==> config.mk <==
export PLATFORM = sky130hd
export DESIGN_NAME = bstx_core
export DESIGN_NICKNAME = d
export VERILOG_FILES = /design/src/verilog/bstx_pkg.sv /design/src/verilog/bstx_core.sv
export SDC_FILE = /design/constraint.sdc
export NUM_CORES = 1
export LEC_CHECK = 0
export BUFFER_PORTS_ARGS = -buffer_cell sky130_fd_sc_hd__buf_2
export CAP_MARGIN = 20
export CELL_PAD_IN_SITES_DETAIL_PLACEMENT = 0
export CELL_PAD_IN_SITES_GLOBAL_PLACEMENT = 1
export CORE_ASPECT_RATIO = 0.5
export CORE_MARGIN = 5
export CORE_UTILIZATION = 46
export CTS_BUF_LIST = sky130_fd_sc_hd__clkbuf_8
export CTS_CLUSTER_SIZE = 40
export DETAILED_ROUTE_END_ITERATION = 10
export PLACE_DENSITY = 0.95
export SYNTH_ARGS = -nofsm -noshare
export SYNTH_HDL_FRONTEND = slang
export SYNTH_SLANG_ARGS = --single-unit
export TNS_END_PERCENT = 20
==> constraint.sdc <==
create_clock -name sys_clk -period 7.13 [get_ports sys_clk]
set_input_delay 0.3565 -clock sys_clk [delete_from_list [all_inputs] [get_ports sys_clk]]
set_output_delay 0.3565 -clock sys_clk [all_outputs]
set_load 0.05 [all_outputs]
==> src/verilog/bstx_pkg.sv <==
package bstx_pkg;

    // Widths of the core datapaths
    localparam int DATA_W = 8;
    localparam int DADDR_W = 8;
    localparam int PADDR_W = 16;
    localparam int PWORD_W = 16;
    localparam int BITSEL_W = 3;

    // Register reset values and the last program page
    localparam logic [7:0] ACC_RST = 8'h00;
    localparam logic [7:0] TBL_RST = 8'h00;
    localparam logic [7:0] LAST_PAGE = 8'hff;

    // Status flag layout
    localparam int ZERO_BIT = 2;
    localparam int FLAGS_W = 8;
    localparam logic [7:0] FLAGS_RST = 8'h00;

    // Register port offsets
    localparam logic [7:0] OFF_ACC = 8'h00;
    localparam logic [7:0] OFF_FLAGS = 8'h01;
    localparam logic [7:0] OFF_TPL = 8'h02;
    localparam logic [7:0] OFF_TPH = 8'h03;
    localparam logic [7:0] OFF_TBH = 8'h04;
    localparam logic [7:0] OFF_STAT = 8'h05;

    // Operation selector
    typedef enum logic [2:0] {
        BSTX_NOP,
        BSTX_BIT_ZERO_SKIP_OP,
        BSTX_TABLE_READ_OP,
        BSTX_LAST_PAGE_TABLE_READ_OP,
        BSTX_XOR_REG_OP,
        BSTX_XOR_TO_MEMORY_OP,
        BSTX_XOR_IMM_OP
    } bstx_op_t;

    // Issued instruction
    typedef struct packed {
        logic                valid;
        bstx_op_t            op;
        logic [DADDR_W-1:0]  addr;
        logic [BITSEL_W-1:0] bit_sel;
        logic [DATA_W-1:0]   imm;
    } bstx_instr_t;

    // Data memory write
    typedef struct packed {
        logic               we;
        logic [DADDR_W-1:0] addr;
        logic [DATA_W-1:0]  data;
    } bstx_dwr_t;

    // Sequencer states
    typedef enum logic [1:0] {
        BSTX_IDLE,
        BSTX_TBL_WAIT,
        BSTX_DUMMY
    } bstx_state_t;

endpackage : bstx_pkg

==> src/verilog/bstx_core.sv <==
// Decided for this implementation: the register addresses and the strobed register port.
`timescale 1ns/10ps
// Operation
// (RULE_01) Bit-test skip: selected memory bit zero skips next instruction; flags untouched.
// (RULE_02) Skip takes two cycles; a dummy cycle is inserted during refetch.
// (RULE_03) Table read fetches word at high:low pointer; low to memory, high to latch.
// (RULE_04) Last-page table read uses only low pointer on last program page.
// (RULE_05) Register XOR: accumulator gets accumulator xor memory byte; zero flag only.
// (RULE_06) Memory XOR: result written back to memory location; zero flag only.
// (RULE_07) Immediate XOR: accumulator gets accumulator xor immediate; zero flag only.
// (RULE_08) Zero flag set when XOR result is zero, cleared otherwise; others kept.
module bstx_core (
    // Clock and reset
    input  wire logic                        sys_clk,
    input  wire logic                        rst,
    // Instruction issue
    input  wire bstx_pkg::bstx_instr_t       instr,
    output logic                             instr_ready,
    output logic                             skip_next,
    output logic                             dummy_cycle,
    // Data memory: read is combinational at dmem_raddr
    output logic [bstx_pkg::DADDR_W-1:0]     dmem_raddr,
    input  wire logic [bstx_pkg::DATA_W-1:0] dmem_rdata,
    output bstx_pkg::bstx_dwr_t              dmem_wr,
    // Program memory: data in the same cycle as the request
    output logic                             pmem_req,
    output logic [bstx_pkg::PADDR_W-1:0]     pmem_addr,
    input  wire logic [bstx_pkg::PWORD_W-1:0] pmem_rdata,
    // Register port
    input  wire logic [7:0]                  reg_addr,
    input  wire logic [7:0]                  reg_wdata,
    input  wire logic                        reg_wr,
    input  wire logic                        reg_rd,
    output logic [7:0]                       reg_rdata
);
    import bstx_pkg::*;

    // All block state lives in one packed record
    typedef struct packed {
        bstx_state_t          state;
        logic [DATA_W-1:0]    accumulator;
        logic [FLAGS_W-1:0]   flags;
        logic [DATA_W-1:0]    table_pointer_low;
        logic [DATA_W-1:0]    table_pointer_high;
        logic [DATA_W-1:0]    table_high_latch;
        logic [DADDR_W-1:0]   tbl_dest;
        logic                 skip_next;
        logic                 dummy_cycle;
        logic                 pmem_req;
        logic [PADDR_W-1:0]   pmem_addr;
        bstx_dwr_t            dmem_wr;
        logic [7:0]           reg_rdata;
    } bstx_regs_t;

    bstx_regs_t r;
    bstx_regs_t next_r;

    // Xor and zero test shared by the three forms
    function automatic logic [DATA_W:0] xor_z(input logic [DATA_W-1:0] a, input logic [DATA_W-1:0] b);
        logic [DATA_W-1:0] res;
        res = a ^ b;
        return {res == '0, res};
    endfunction : xor_z

    // Xor forms that end in the accumulator; shared by any_xor and write priority
    function automatic logic acc_xor(input bstx_op_t op);
        return (op == BSTX_XOR_REG_OP) || (op == BSTX_XOR_IMM_OP);
    endfunction : acc_xor

    // Any xor form; the only instructions that touch the flags
    function automatic logic any_xor(input bstx_op_t op);
        return acc_xor(op) || (op == BSTX_XOR_TO_MEMORY_OP);
    endfunction : any_xor

    // Software view of the registers; unmapped offsets read zero
    function automatic logic [7:0] reg_view(input logic [7:0] a, input bstx_regs_t s);
        logic [7:0] v;
        case (a)
            OFF_ACC:   v = s.accumulator;
            OFF_FLAGS: v = s.flags;
            OFF_TPL:   v = s.table_pointer_low;
            OFF_TPH:   v = s.table_pointer_high;
            OFF_TBH:   v = s.table_high_latch;
            OFF_STAT:  v = {6'h00, s.state};
            default:   v = 8'h00;
        endcase
        return v;
    endfunction : reg_view

    // Xor result with the zero test in its top bit
    logic [DATA_W:0] xr;
    logic            take;

    // New work is only accepted when no table fetch or dummy cycle is pending
    // Refused work simply waits; the issuer holds it until instr_ready returns
    assign instr_ready = (r.state == BSTX_IDLE);
    assign take        = instr.valid && instr_ready;
    assign dmem_raddr  = instr.addr;
    assign skip_next   = r.skip_next;
    assign dummy_cycle = r.dummy_cycle;
    assign dmem_wr     = r.dmem_wr;
    assign pmem_req    = r.pmem_req;
    assign pmem_addr   = r.pmem_addr;
    assign reg_rdata   = r.reg_rdata;

    // Next-state logic
    always_comb begin
        // Hold all state; every strobe drops so that it stands one cycle only
        next_r             = r;
        next_r.skip_next   = 1'b0;
        next_r.dummy_cycle = 1'b0;
        next_r.pmem_req    = 1'b0;
        next_r.dmem_wr.we  = 1'b0;
        next_r.reg_rdata   = 8'h00;
        // Only the immediate form bypasses the data memory operand
        xr = xor_z(r.accumulator, (instr.op == BSTX_XOR_IMM_OP) ? instr.imm : dmem_rdata);

        case (r.state)
            BSTX_IDLE: begin
                if (take) begin
                    case (instr.op)
                        BSTX_BIT_ZERO_SKIP_OP: begin
                            // A one in the tested bit falls through untouched
                            // (RULE_01) Bit zero skips
                            if (!dmem_rdata[instr.bit_sel]) begin
                                next_r.skip_next   = 1'b1;
                                // (RULE_02) Insert dummy cycle
                                next_r.dummy_cycle = 1'b1;
                                next_r.state       = BSTX_DUMMY;
                            end
                        end
                        BSTX_TABLE_READ_OP: begin
                            // (RULE_03) Full pointer fetch
                            next_r.pmem_req  = 1'b1;
                            next_r.pmem_addr = {r.table_pointer_high, r.table_pointer_low};
                            next_r.tbl_dest  = instr.addr;
                            next_r.state     = BSTX_TBL_WAIT;
                        end
                        BSTX_LAST_PAGE_TABLE_READ_OP: begin
                            // (RULE_04) Last page, low pointer
                            // The high pointer is ignored here on purpose
                            next_r.pmem_req  = 1'b1;
                            next_r.pmem_addr = {LAST_PAGE, r.table_pointer_low};
                            next_r.tbl_dest  = instr.addr;
                            next_r.state     = BSTX_TBL_WAIT;
                        end
                        BSTX_XOR_REG_OP, BSTX_XOR_IMM_OP: begin
                            // (RULE_05) Result to accumulator
                            // (RULE_07) Immediate operand form
                            next_r.accumulator     = xr[DATA_W-1:0];
                            // (RULE_08) Zero flag only
                            next_r.flags[ZERO_BIT] = xr[DATA_W];
                        end
                        BSTX_XOR_TO_MEMORY_OP: begin
                            // (RULE_06) Result back to memory
                            // Accumulator keeps its value; the write lands next cycle
                            next_r.dmem_wr.we      = 1'b1;
                            next_r.dmem_wr.addr    = instr.addr;
                            next_r.dmem_wr.data    = xr[DATA_W-1:0];
                            // (RULE_08) Zero flag only
                            next_r.flags[ZERO_BIT] = xr[DATA_W];
                        end
                        default: begin
                            // No-operation slot: nothing changes
                        end
                    endcase
                end
            end
            BSTX_TBL_WAIT: begin
                // (RULE_03) Low byte to memory, high to latch
                // The word arrives in the same cycle as the request; flags stay as they were
                next_r.dmem_wr.we        = 1'b1;
                next_r.dmem_wr.addr      = r.tbl_dest;
                next_r.dmem_wr.data      = pmem_rdata[7:0];
                next_r.table_high_latch  = pmem_rdata[15:8];
                next_r.state             = BSTX_IDLE;
            end
            BSTX_DUMMY: begin
                // Second cycle of the skip; the discarded fetch retires here
                next_r.state = BSTX_IDLE;
            end
            default: begin
                next_r.state = BSTX_IDLE;
            end
        endcase

        // Software writes; a same-cycle core update takes priority
        // Latch and status offsets are read-only and fall to the default arm
        if (reg_wr) begin
            case (reg_addr)
                OFF_ACC: begin
                    if (!(take && acc_xor(instr.op)))
                        next_r.accumulator = reg_wdata;
                end
                OFF_FLAGS: begin
                    if (!(take && any_xor(instr.op)))
                        next_r.flags = reg_wdata;
                end
                OFF_TPL: next_r.table_pointer_low  = reg_wdata;
                OFF_TPH: next_r.table_pointer_high = reg_wdata;
                default: begin
                end
            endcase
        end

        // Read data one cycle after the strobe; unmapped reads zero
        if (reg_rd) begin
            next_r.reg_rdata = reg_view(reg_addr, r);
        end
    end

    // State register
    // Asynchronous clear puts every field back to its reset constant
    always_ff @(posedge sys_clk or posedge rst) begin
        if (rst) begin
            r                    <= '0;
            r.state              <= BSTX_IDLE;
            r.accumulator        <= ACC_RST;
            r.flags              <= FLAGS_RST;
            r.table_pointer_low  <= TBL_RST;
            r.table_pointer_high <= TBL_RST;
            r.table_high_latch   <= TBL_RST;
        end else begin
            r <= next_r;
        end
    end

endmodule : bstx_core

==> flow_summary.yaml <==
route:
  vias: 3202
  viasPerCell: 5.198
  drtIter0Drc: 261
  route.met3.wl_um: 860
  wirelength_mm: 10.71
  wl_per_cell_um: 17.39
  top_layer: "met4"
  first_pass_iters: 6
  ant_nets: 0
  met2WireLength_mm: 5.010
  drt-met1-wl_mm: 4.749
  drc_errors: 0
logic_synthesis:
  syn_avg_cell_area_um2: 11.22
  synth_top_family_by_area: "multiplexers"
  mappedNetlistArea_mm2: 0.004623
  yosys.area.top_type: "dfrtp_1"
  synth_xor_area_share_pct: 3.031
  syn_inst: 412
  ys_ff_latch: 93
  synth-simple-area-share_pct: 10.50
  synth_async_sr_flop_share_pct: 100.0
  synth_fa_ha_area_share_pct: 0
  yosysWarnings: 0
  ys_types: 42
  synth-seq-area-share_pct: 50.34
  synth_nets: 479
  synth_compound_area_share_pct: 7.876
  synth.area.top_cells: "dfrtp_1, buf_4, mux2_2, mux4_2, nand2_1"
  synth_top_area_share_pct: 50.34
  synth_edf_count: 0
  synthMuxAreaShare_pct: 16.32
  synthFlopType: "dfrtp_1"
die:
  die_area_mm2: 0.01228
  rows: 25
  num_io_pins: 120
  start_util_pct: 47.99
  core_mm2: 0.009634
  fp.dieH_um: 80.89
  dieWidth_um: 151.8
pwr:
  max-vdd-ir-drop_v: 0.0001276
  p_leak_nw: 2.692
  p_per_area_mw_per_mm2: 286.8
global_route:
  antenna_found_initial: 0
  grt_pass1_vias: 3158
  grt_max_degree: 54
  grt-ovfl-total: 0
  grt_pass1_wl_mm: 16.55
  grt_usage_pct: 17.76
worst_setup_path:
  critPathCaptureType: "flop"
  cp_max_fo: 9
  crit_cells: 6
  critPathMaxStageDelay_ps: 690
  cp-start-kind: "input pin"
  crit_arrival_ps: 2310
  cp_slowest_cell: "or4_1"
  cp.required_ps: 7380
  worstSetupPathType: "input pin to flop"
  rr_worst_depth: 5
  crit_family: "simple AND/OR/NAND/NOR gates"
  crit_buf_inv: 1
  crit_chain: "buf_2 > or4_4 > nor2_4 > nand3_2 > or4_1 > mux2_4"
timing:
  finalCriticalPeriod_ps: 2062
  final_hold_viol_count: 0
  rsz0062_at_grt: "no"
  tightest_slew_ps: 998.8
  tns_ps: 0
  slew_violations: 0
  fin_hold_ws_ps: 61.81
  setup_violations: 0
  fmax_mhz: 485.0
  finalCritPeriodShare_pct: 28.92
  setup_slack_ps: 5068
  clock_skew_ps: 11.70
  maxSlewHeadroom_pct: 32.48
clocking:
  cts_root_buf: "clkbuf_8"
  cts_tree: "done"
  clock_path_buffers: 2
  cts_sinks: 93
  cts.repair.resized: 0
  cts_buffers: 9
  worstSkewPairLatency_ps: 370
  hold_buffers: 0
  cts_setup_buffers: 0
  htreeDepth: 3
  path_clk_slew_ps: 100
final_layout:
  final_cells: 616
  drive_gt1_share_pct: 40.12
  final_common_cell: "buf_2"
  final_cell_mix: "buf_2, dfrtp_1, nand2_1"
  syn2layout_area_growth_pct: 11.83
  n_antenna_cell: 0
  fillCellCount: 890
  nNetsFinal: 543
placement:
  pre_cts_slack_ps: 4687
  portBuffers: 119
  place_congestion: 0.8017
  placedCellCount: 599
  place_hpwl_mm: 7.918
worst_hold_path:
  min_path_type: "input pin to asynchronous set/reset pin"
run:
  maxCapViolCount: 0
run_status:
  status: "complete, no violations"
[metrics by stage]
step                      cell area, um^2  util, %  total power (W)
after global routing                 5170    53.66         0.001553
after floorplan                      4623        -         0.001034
after global placement               4937    51.25         0.001091
after CTS                            5159    53.55         0.001491
final                                5170    53.66         0.001483
after detailed placement             4937    51.25         0.001097
[power by group]
group,leakage [nW],internal [W],switching (W),total [W]
Clock,0.112,0.000199,0.000196,0.000395
Combinational,1.37,0.000143,0.000267,0.000410
Sequential,1.21,0.000611,0.0000668,0.000678
[path summary, 6_finish.rpt]
path,endpoint,from,slack [ps]
worst max-delay path,r[77],reg_addr[5],5070
worst min-delay path,r[90],rst,60
worst max register to register,r[77],r[93],5120
worst min register to register,pmem_addr[1],pmem_addr[1],480
max in group asynchronous,pmem_addr[0],rst,5960
min in group sys_clk,r[48],instr[15],210
[Yosys cell counts, drive strengths merged, types with 2 or more instances]
master  instances
a211oi          2
a21oi          11
a222oi         15
a22oi           7
a31oi           2
and3            2
buf            55
clkbuf         15
dfrtp          93
inv            19
mux2           38
mux2i          12
mux4            8
nand2          41
nand2b          2
nand3           2
nand3b          2
nor2           39
nor2b           5
nor3            4
o21ai           9
or2             2
or4             2
xnor2          15
[sequential cells by signal (all words and copies together), names as in the netlist]
| name | count |
|---|---|
| pmem_addr | 16 |
| r | 50 |
| pmem_req | 1 |
| dmem_wr | 17 |
| dummy_cycle | 1 |
| reg_rdata | 8 |
[final cells by class]
cell class / count / area, um^2 / share of cell area (%)
clock inverters: 7 / 97.59 / 1.888
clock buffers: 9 / 123.9 / 2.396
multi-input cells: 229 / 1747 / 33.79
flip-flops and latches: 93 / 2327 / 45.01
inverters: 20 / 76.32 / 1.476
repair buffers: 123 / 629.4 / 12.17
well taps: 135 / 168.9 / 3.267
[metal layers]
layer,vias up,track usage (%)
met1,1588,23.21
met2,103,28.81
met4,0,4.032
li1,1503,-
met5,-,0
met3,8,6.243
[cell families (layout without fill, tap and decap cells)]
family | count (synthesis) | after routing
DFF | 93 | 93
buffers and inverters | 90 | 159
xor gates and xnor gates | 16 | 16
muxes | 58 | 58
AOI/OAI and AO/OA | 50 | 50
and+or+nand+nor | 105 | 105
No activity file was read; power rests on OpenSTA's default activity.
